<file path="config.mk">
export PLATFORM = sky130hd
export DESIGN_NAME = bus_port_group_io
export DESIGN_NICKNAME = d
export VERILOG_FILES = /design/src/hdl/bus_port_group_io_pkg.sv /design/src/hdl/bus_port_group_io.sv
export VERILOG_INCLUDE_DIRS = /design/src /design/src/hdl
export SDC_FILE = /design/constraint.sdc
export NUM_CORES = 1
export LEC_CHECK = 0
export BUFFER_PORTS_ARGS = -buffer_cell sky130_fd_sc_hd__buf_2
export CAP_MARGIN = 40
export CELL_PAD_IN_SITES_DETAIL_PLACEMENT = 0
export CELL_PAD_IN_SITES_GLOBAL_PLACEMENT = 2
export CORE_MARGIN = 10
export CORE_UTILIZATION = 27
export DETAILED_ROUTE_END_ITERATION = 8
export HOLD_SLACK_MARGIN = 0.15
export PLACE_DENSITY = 0.76
export REMOVE_ABC_BUFFERS = 1
export SLEW_MARGIN = 20
export SYNTH_ARGS = -nofsm -noshare
export SYNTH_HDL_FRONTEND = slang
export SYNTH_SLANG_ARGS = --single-unit
</file>
<file path="constraint.sdc">
create_clock -name core_clk -period 2.1 [get_ports core_clk]
set_input_delay 0.21 -clock core_clk [delete_from_list [all_inputs] [get_ports core_clk]]
set_output_delay 0.21 -clock core_clk [all_outputs]
set_load 0.05 [all_outputs]
</file>
<file path="src/hdl/bus_port_group_io_cfg.svh">
`ifndef BUS_PORT_GROUP_IO_CFG_SVH
`define BUS_PORT_GROUP_IO_CFG_SVH

// ----------------------------------------
// Register map (byte addresses)
// ----------------------------------------
`define PORT_ADDR_W        8
`define PORT_DATA_W        8
`define OFS_A_DATA         8'h18
`define OFS_B_DATA         8'h19
`define OFS_C_DATA         8'h1a
`define OFS_A_DIRECTION    8'h20
`define OFS_B_DIRECTION    8'h21
`define OFS_C_DIRECTION    8'h22
`define OFS_A_ALT_SELECT   8'h28
`define OFS_B_ALT_SELECT   8'h29
`define OFS_C_ALT_SELECT   8'h2a

// ----------------------------------------
// Reset values
// ----------------------------------------
`define RST_CLEAR          8'h00
`define RST_A_EXT_BUS      8'hff
`define RST_B_EXT_BUS      8'hff
`define RST_C_EXT_BUS      8'h0f
`define READ_UNMAPPED      8'h00

`endif

</file>
<file path="src/hdl/bus_port_group_io_pkg.sv">
package bus_port_group_io_pkg;

   `include "bus_port_group_io_cfg.svh"

   typedef logic [`PORT_DATA_W-1:0] byte_t;
   typedef logic [`PORT_ADDR_W-1:0] addr_t;

   // One-hot register select
   typedef enum logic [9:0] {
      SEL_NONE    = 10'h001,
      SEL_A_DATA  = 10'h002,
      SEL_A_DIR   = 10'h004,
      SEL_A_ALT   = 10'h008,
      SEL_B_DATA  = 10'h010,
      SEL_B_DIR   = 10'h020,
      SEL_B_ALT   = 10'h040,
      SEL_C_DATA  = 10'h080,
      SEL_C_DIR   = 10'h100,
      SEL_C_ALT   = 10'h200
   } reg_sel_e;

endpackage : bus_port_group_io_pkg

</file>
<file path="src/hdl/bus_port_group_io.sv">
// Behaviour
// - Internal-fetch reset: port A direction, alt select and data all zero.
// - External-fetch reset: port A direction and alt select all ones, data zero.
// - Internal-fetch reset: port B direction, alt select and data all zero.
// - External-fetch reset: port B direction and alt select all ones, data zero.
// - Internal-fetch reset: port C direction, alt select and data all zero.
// - External-fetch reset: port C low four bits ones, data zero.
// - Pin reset, break, watchdog overflow and opcode trap reset ports alike.
// - Data read gives pin when direction 0, data register when 1.
// - Read-modify-write reads by same selection, writes result to data register.
// - Port B is 8 bits, each bit's direction set independently.
// - Direction 1, alt off: pin driven from data register bit.
// - Port B direction 1, alt 1: pin driven from bus address.
// - Port B direction 0, alt 1: pull-up on; alt 0: no pull-up.
// - Port C is 4 bits, per-bit direction, output from data register.
// - Port C bits without pins have no storage and read zero.
// - Port C direction 1, alt 1: pin driven from bus address.
// - Port C direction 0, alt 1: pull-up on.
// - Port A alt mode carries bus data, or data plus multiplexed address.
// - Port A bit serves bus only with direction 1 and alt 1.
`timescale 1ns/100ps

module bus_port_group_io
   import bus_port_group_io_pkg::*;
#(
   parameter int PORT_A_WIDTH = 8,
   parameter int PORT_B_WIDTH = 8,
   parameter int PORT_C_WIDTH = 4
) (
   input  wire logic                           core_clk,
   input  wire logic                           srst,
   input  wire logic                           external_reset_pin_n,
   input  wire logic                           break_instruction,
   input  wire logic                           watchdog_overflow,
   input  wire logic                           opcode_trap,
   input  wire logic                           external_access_pin_n,
   input  wire bus_port_group_io_pkg::addr_t   reg_addr,
   input  wire bus_port_group_io_pkg::byte_t   reg_wdata,
   input  wire logic                           reg_wr,
   input  wire logic                           reg_rd,
   output bus_port_group_io_pkg::byte_t        reg_rdata,
   output logic                                reg_rvalid,
   input  wire logic [PORT_A_WIDTH-1:0]        port_a_pin_in,
   output logic      [PORT_A_WIDTH-1:0]        port_a_pin_out,
   output logic      [PORT_A_WIDTH-1:0]        port_a_pin_oe,
   output logic      [PORT_A_WIDTH-1:0]        port_a_pull_up,
   input  wire logic [PORT_A_WIDTH-1:0]        bus_data_out,
   input  wire logic                           bus_data_oe,
   output logic      [PORT_A_WIDTH-1:0]        bus_data_in,
   input  wire logic [PORT_B_WIDTH-1:0]        port_b_pin_in,
   output logic      [PORT_B_WIDTH-1:0]        port_b_pin_out,
   output logic      [PORT_B_WIDTH-1:0]        port_b_pin_oe,
   output logic      [PORT_B_WIDTH-1:0]        port_b_pull_up,
   input  wire logic [PORT_B_WIDTH-1:0]        bus_addr_b,
   input  wire logic [PORT_C_WIDTH-1:0]        port_c_pin_in,
   output logic      [PORT_C_WIDTH-1:0]        port_c_pin_out,
   output logic      [PORT_C_WIDTH-1:0]        port_c_pin_oe,
   output logic      [PORT_C_WIDTH-1:0]        port_c_pull_up,
   input  wire logic [PORT_C_WIDTH-1:0]        bus_addr_c
);

   // ----------------------------------------
   // Elaboration checks
   // ----------------------------------------
   if (PORT_A_WIDTH != `PORT_DATA_W || PORT_B_WIDTH != `PORT_DATA_W) begin : g_chk_ab
      $error("ports A and B must be one register byte wide");
   end
   if (PORT_C_WIDTH < 1 || PORT_C_WIDTH > `PORT_DATA_W) begin : g_chk_c
      $error("port C width must be 1 to 8");
   end

   // ----------------------------------------
   // Functions
   // ----------------------------------------
   function automatic reg_sel_e decode(input addr_t a);
      reg_sel_e s;
      s = SEL_NONE;
      if (a == `OFS_A_DATA) begin
         s = SEL_A_DATA;
      end else if (a == `OFS_A_DIRECTION) begin
         s = SEL_A_DIR;
      end else if (a == `OFS_A_ALT_SELECT) begin
         s = SEL_A_ALT;
      end else if (a == `OFS_B_DATA) begin
         s = SEL_B_DATA;
      end else if (a == `OFS_B_DIRECTION) begin
         s = SEL_B_DIR;
      end else if (a == `OFS_B_ALT_SELECT) begin
         s = SEL_B_ALT;
      end else if (a == `OFS_C_DATA) begin
         s = SEL_C_DATA;
      end else if (a == `OFS_C_DIRECTION) begin
         s = SEL_C_DIR;
      end else if (a == `OFS_C_ALT_SELECT) begin
         s = SEL_C_ALT;
      end
      return s;
   endfunction : decode

   // Per bit: pin when input, latch when output; alt select plays no part
   function automatic byte_t port_view(input byte_t dir, input byte_t data,
                                       input byte_t pin);
      return (dir & data) | (~dir & pin);
   endfunction : port_view

   // ----------------------------------------
   // Reset and decode
   // ----------------------------------------
   logic      port_reset;
   logic      ext_fetch;
   reg_sel_e  wr_sel;
   reg_sel_e  rd_sel;
   byte_t     c_rst_bus;

   // Every cause lands on the same port reset
   assign port_reset = srst | ~external_reset_pin_n | break_instruction
                       | watchdog_overflow | opcode_trap;
   // External fetch mode when the access pin is held low
   assign ext_fetch  = ~external_access_pin_n;
   assign wr_sel     = reg_wr ? decode(reg_addr) : SEL_NONE;
   assign rd_sel     = reg_rd ? decode(reg_addr) : SEL_NONE;
   assign c_rst_bus  = `RST_C_EXT_BUS;

   // ----------------------------------------
   // Write enables
   // ----------------------------------------
   // One enable per register keeps each always_ff to its own concern
   logic we_a_data;
   logic we_a_dir;
   logic we_a_alt;
   logic we_b_data;
   logic we_b_dir;
   logic we_b_alt;
   logic we_c_data;
   logic we_c_dir;
   logic we_c_alt;

   assign we_a_data = (wr_sel == SEL_A_DATA);
   assign we_a_dir  = (wr_sel == SEL_A_DIR);
   assign we_a_alt  = (wr_sel == SEL_A_ALT);
   assign we_b_data = (wr_sel == SEL_B_DATA);
   assign we_b_dir  = (wr_sel == SEL_B_DIR);
   assign we_b_alt  = (wr_sel == SEL_B_ALT);
   assign we_c_data = (wr_sel == SEL_C_DATA);
   assign we_c_dir  = (wr_sel == SEL_C_DIR);
   assign we_c_alt  = (wr_sel == SEL_C_ALT);

   // ----------------------------------------
   // Reset values
   // ----------------------------------------
   // Access pin is looked at only while a reset cause is active
   byte_t a_rst_value;
   byte_t b_rst_value;

   assign a_rst_value = ext_fetch ? `RST_A_EXT_BUS : `RST_CLEAR;
   assign b_rst_value = ext_fetch ? `RST_B_EXT_BUS : `RST_CLEAR;

   // ----------------------------------------
   // Port A registers
   // ----------------------------------------
   byte_t a_data_reg;
   byte_t a_dir_reg;
   byte_t a_alt_reg;

   always_ff @(posedge core_clk) begin
      if (port_reset) begin
         a_data_reg <= `RST_CLEAR;
      end else if (we_a_data) begin
         a_data_reg <= reg_wdata;
      end
   end

   always_ff @(posedge core_clk) begin
      if (port_reset) begin
         a_dir_reg <= a_rst_value;
      end else if (we_a_dir) begin
         a_dir_reg <= reg_wdata;
      end
   end

   always_ff @(posedge core_clk) begin
      if (port_reset) begin
         a_alt_reg <= a_rst_value;
      end else if (we_a_alt) begin
         a_alt_reg <= reg_wdata;
      end
   end

   // ----------------------------------------
   // Port B registers
   // ----------------------------------------
   byte_t b_data_reg;
   byte_t b_dir_reg;
   byte_t b_alt_reg;

   always_ff @(posedge core_clk) begin
      if (port_reset) begin
         b_data_reg <= `RST_CLEAR;
      end else if (we_b_data) begin
         b_data_reg <= reg_wdata;
      end
   end

   always_ff @(posedge core_clk) begin
      if (port_reset) begin
         b_dir_reg <= b_rst_value;
      end else if (we_b_dir) begin
         b_dir_reg <= reg_wdata;
      end
   end

   always_ff @(posedge core_clk) begin
      if (port_reset) begin
         b_alt_reg <= b_rst_value;
      end else if (we_b_alt) begin
         b_alt_reg <= reg_wdata;
      end
   end

   // ----------------------------------------
   // Port C registers
   // ----------------------------------------
   // Only pinned bits are stored; upper bits are never built
   logic [PORT_C_WIDTH-1:0] c_data_reg;
   logic [PORT_C_WIDTH-1:0] c_dir_reg;
   logic [PORT_C_WIDTH-1:0] c_alt_reg;
   logic [PORT_C_WIDTH-1:0] c_rst_value;

   assign c_rst_value = ext_fetch ? c_rst_bus[PORT_C_WIDTH-1:0]
                                  : {PORT_C_WIDTH{1'b0}};

   always_ff @(posedge core_clk) begin
      if (port_reset) begin
         c_data_reg <= {PORT_C_WIDTH{1'b0}};
      end else if (we_c_data) begin
         c_data_reg <= reg_wdata[PORT_C_WIDTH-1:0];
      end
   end

   always_ff @(posedge core_clk) begin
      if (port_reset) begin
         c_dir_reg <= c_rst_value;
      end else if (we_c_dir) begin
         c_dir_reg <= reg_wdata[PORT_C_WIDTH-1:0];
      end
   end

   always_ff @(posedge core_clk) begin
      if (port_reset) begin
         c_alt_reg <= c_rst_value;
      end else if (we_c_alt) begin
         c_alt_reg <= reg_wdata[PORT_C_WIDTH-1:0];
      end
   end

   // ----------------------------------------
   // Read path
   // ----------------------------------------
   byte_t c_data_wide;
   byte_t c_dir_wide;
   byte_t c_alt_wide;
   byte_t c_pin_wide;
   byte_t rdata_next;
   byte_t a_view;
   byte_t b_view;
   byte_t c_view;

   // Missing bits read as zero
   assign c_data_wide = byte_t'(c_data_reg);
   assign c_dir_wide  = byte_t'(c_dir_reg);
   assign c_alt_wide  = byte_t'(c_alt_reg);
   assign c_pin_wide  = byte_t'(port_c_pin_in);

   // Same view feeds plain reads and read-modify-write sources
   assign a_view = port_view(a_dir_reg, a_data_reg, port_a_pin_in);
   assign b_view = port_view(b_dir_reg, b_data_reg, port_b_pin_in);
   assign c_view = port_view(c_dir_wide, c_data_wide, c_pin_wide);

   always_comb begin
      rdata_next = `READ_UNMAPPED;
      case (rd_sel)
         SEL_A_DATA: rdata_next = a_view;
         SEL_A_DIR:  rdata_next = a_dir_reg;
         SEL_A_ALT:  rdata_next = a_alt_reg;
         SEL_B_DATA: rdata_next = b_view;
         SEL_B_DIR:  rdata_next = b_dir_reg;
         SEL_B_ALT:  rdata_next = b_alt_reg;
         SEL_C_DATA: rdata_next = c_view;
         SEL_C_DIR:  rdata_next = c_dir_wide;
         SEL_C_ALT:  rdata_next = c_alt_wide;
         default:    rdata_next = `READ_UNMAPPED;
      endcase
   end

   // Data stands for the one cycle after the strobe, zero otherwise
   always_ff @(posedge core_clk) begin
      if (srst) begin
         reg_rdata <= `READ_UNMAPPED;
      end else begin
         reg_rdata <= rdata_next;
      end
   end

   always_ff @(posedge core_clk) begin
      if (srst) begin
         reg_rvalid <= 1'b0;
      end else begin
         reg_rvalid <= reg_rd;
      end
   end

   // ----------------------------------------
   // Pin drive
   // ----------------------------------------
   // Bus controller samples port A pins directly; no extra latency on reads
   assign bus_data_in = port_a_pin_in;

   for (genvar i = 0; i < PORT_A_WIDTH; i++) begin : g_pin_a
      logic bus_bit;
      assign bus_bit = a_dir_reg[i] & a_alt_reg[i];
      // Bus mode: controller owns both direction and value
      assign port_a_pin_oe[i]  = bus_bit ? bus_data_oe : a_dir_reg[i];
      assign port_a_pin_out[i] = bus_bit ? bus_data_out[i] : a_data_reg[i];
      assign port_a_pull_up[i] = ~a_dir_reg[i] & a_alt_reg[i];
   end

   for (genvar i = 0; i < PORT_B_WIDTH; i++) begin : g_pin_b
      assign port_b_pin_oe[i]  = b_dir_reg[i];
      assign port_b_pin_out[i] = b_alt_reg[i] ? bus_addr_b[i] : b_data_reg[i];
      assign port_b_pull_up[i] = ~b_dir_reg[i] & b_alt_reg[i];
   end

   for (genvar i = 0; i < PORT_C_WIDTH; i++) begin : g_pin_c
      assign port_c_pin_oe[i]  = c_dir_reg[i];
      assign port_c_pin_out[i] = c_alt_reg[i] ? bus_addr_c[i] : c_data_reg[i];
      assign port_c_pull_up[i] = ~c_dir_reg[i] & c_alt_reg[i];
   end

endmodule : bus_port_group_io

</file>
==> flow_summary.yaml <==
layout:
  drive_gt1_share_pct: 45.1
  nFillCells: 1372
  area_growth_pct: 36.5
  layout_commonest_cell: "buf_2"
  diodes: 0
  most-common-layout-cells: "buf_2, mux2i_1, edfxtp_1, dfxtp_1, buf_4"
  finalNetCount: 547
yosys:
  yosysTopAreaCell: "edfxtp_1"
  netlist_area_um2: 3650
  async_flop_share_pct: 0
  synth_seq_cells: 69
  yosys_warnings: 0
  synth_compound_area_share_pct: 12.0
  yosysSeqAreaShare_pct: 48.8
  yosys.area_share.simple_pct: 16.2
  ys_types: 44
  synthAdderAreaFrac_pct: 0
  synthXorXnorAreaFrac_pct: 0
  synth-edff-count: 40
  synth_top_family_by_area: "multiplexers"
  syn-instance-count: 321
  synth.area.mux_share_pct: 19.5
  synth.avg_cell_area_um2: 11.4
  synth_area_leaders: "edfxtp_1, dfxtp_1, mux2i_1"
  synth_top_area_share_pct: 32.9
  synth_flop_cell: "edfxtp_1"
detailed_routing:
  top_layer_used: "met4"
  met2_length_mm: 6.32
  ant_nets: 0
  route.met3.wl_mm: 1.12
  drc: 0
  route.vias.total: 3222
  wirelength_mm: 13.4
  drt_iter0_markers: 208
  dr.pass1.iters: 5
  routedWlPerCell_um: 20.2
  via_per_inst: 4.87
  m1WireLength_mm: 5.83
die:
  start_util_pct: 27.6
  boundaryPins: 143
  die-area_um2: 18600
  dieHeight_um: 136
  die_x_um: 136
  core.rowCount: 42
  coreArea_um2: 13200
power:
  pwr-share-clk_pct: 39.5
  p_leak_nw: 2.23
  peakVddDrop_v: 0.000422
  switchingPower_mw: 1.20
  power_density_nw_per_um2: 772
  power_frac_seq_pct: 40.9
  p_int_mw: 2.65
  sw_frac_of_total_pct: 31.1
  power_frac_comb_pct: 19.6
timing:
  tns_ps: 0
  rsz0062_at_grt: "no"
  period_needed_ps: 1950
  slew_headroom_pct: 64.2
  slew_viol_final: 0
  worst_slew_pin_slew_ps: 537
  finalCritPeriodShare_pct: 93.0
  setup_ws_ps: 147
  fin_worst_skew_ps: 6.89
  finalSetupViolCount: 0
  maxClockFrequency_mhz: 512
  hold_viol: 0
global_route:
  antenna_found_initial: 0
  grt_max_degree: 17
  grt_pass1_vias: 3362
  groute.usage.overall_pct: 14.0
  grt_pass1_wl_mm: 19.9
  grt_overflow_total: 0
place:
  place.gp.congestion: 0.861
  place_ws_ps: 103
  place_hpwl_mm: 10.4
  portBuffers: 142
clocking:
  ctsResizeCount: 0
  clk_pin_slew_worst_paths_ps: 60
  cts.sinks: 69
  clk_latency_ps: 330
  cts-root-buf: "clkbuf_16"
  cts_buffer_depth: 2
  cts_htree_levels: 3
  cts_tree: "yes"
  cts_made_buffers: 9
worst_setup_path:
  timing_worst_setup_path_type: "in2reg"
  arrival_ps: 2120
  startpoint_type: "input pin"
  cp.required_ps: 2270
  path_max_fanout: 8
  cp-end-kind: "flip-flop"
worst_hold_path:
  hp-class: "in2reg"
run:
  cap_viol_max_count: 0
status:
  status: "finished, final reports clean"
==> critical path, cell delays in order <==
cell	delay [ps]
dlygate4sd3_1	540
buf_2	140
or4_1	600
nand2_1	350
o21a_1	270
==> path summary, 6_finish.rpt <==
kind                    startpoint            end  slack, ps  cells past startpoint
setup reg to reg  port_b_pin_oe[3]   reg_rdata[3]        760                      4
hold reg to reg      a_data_reg[3]  a_data_reg[3]        520                      2
setup / recovery              srst   c_alt_reg[0]        150                      5
hold / removal        reg_wdata[7]  b_data_reg[7]        150                      3
==> per-layer routing <==
metal | global-route usage, % | up-vias
li1 | - | 1529
met1 | 18.0 | 1557
met2 | 22.6 | 126
met3 | 3.73 | 10
met4 | 4.08 | 0
met5 | 0 | -
==> cell type report <==
type | instances | area, µm² | area share [%]
Sequential cell | 69 | 1780 | 35.7
Clock inverter | 7 | 73.8 | 1.48
Timing Repair Buffer | 170 | 923 | 18.5
Clock buffer | 9 | 225 | 4.52
Inverter | 3 | 11.3 | 0.226
Multi-Input combinational cell | 228 | 1750 | 35.1
Tap cell | 176 | 220 | 4.42
==> power groups by stage <==
| stage | registers [mW] | clock network, mW | logic [mW] |
|---|---|---|---|
| after detailed placement | 1.61 | 0 | 0.758 |
| final | 1.58 | 1.52 | 0.753 |
| after global placement | 1.61 | 0 | 0.754 |
| after CTS | 1.58 | 1.54 | 0.762 |
| after global routing | 1.59 | 1.59 | 0.797 |
| after floorplan | 1.64 | 0 | 0.411 |
==> cells in the mapped netlist (7+ instances only) <==
cell type,n
mux2_2,25
nor2b_1,23
a21boi_0,9
o2bb2ai_1,8
dfxtp_1,29
o22ai_1,7
nor2_1,22
buf_4,8
buf_2,7
o21a_1,8
edfxtp_1,40
o21ai_0,11
mux2i_1,43
nand2_1,19
==> stage by stage <==
| stage | power, mW | hold WS (ps) | std cells | area, µm² | utilization [%] |
|---|---|---|---|---|---|
| floorplan | 2.05 | 282 | 300 | 3530 | - |
| detailed placement | 2.36 | 417 | 645 | 4680 | 35.3 |
| CTS | 3.88 | 152 | 662 | 4990 | 37.7 |
| finish | 3.85 | 152 | 662 | 4990 | 37.7 |
| global placement | 2.36 | 410 | 645 | 4680 | 35.3 |
| global route | 3.97 | 178 | 662 | 4990 | 37.7 |
==> timing repair <==
item,4_1_cts,5_1_grt
setup buffers,0,0
hold buffers,1,0
endpoints found under the hold margin,1,0
==> kinds of logic after synthesis <==
logic type | Yosys count
and+or+nand+nor | 99
muxes | 68
DFF | 69
buffers and inverters | 24
AOI/OAI and AO/OA | 61
(Power assumes the default switching activity.)
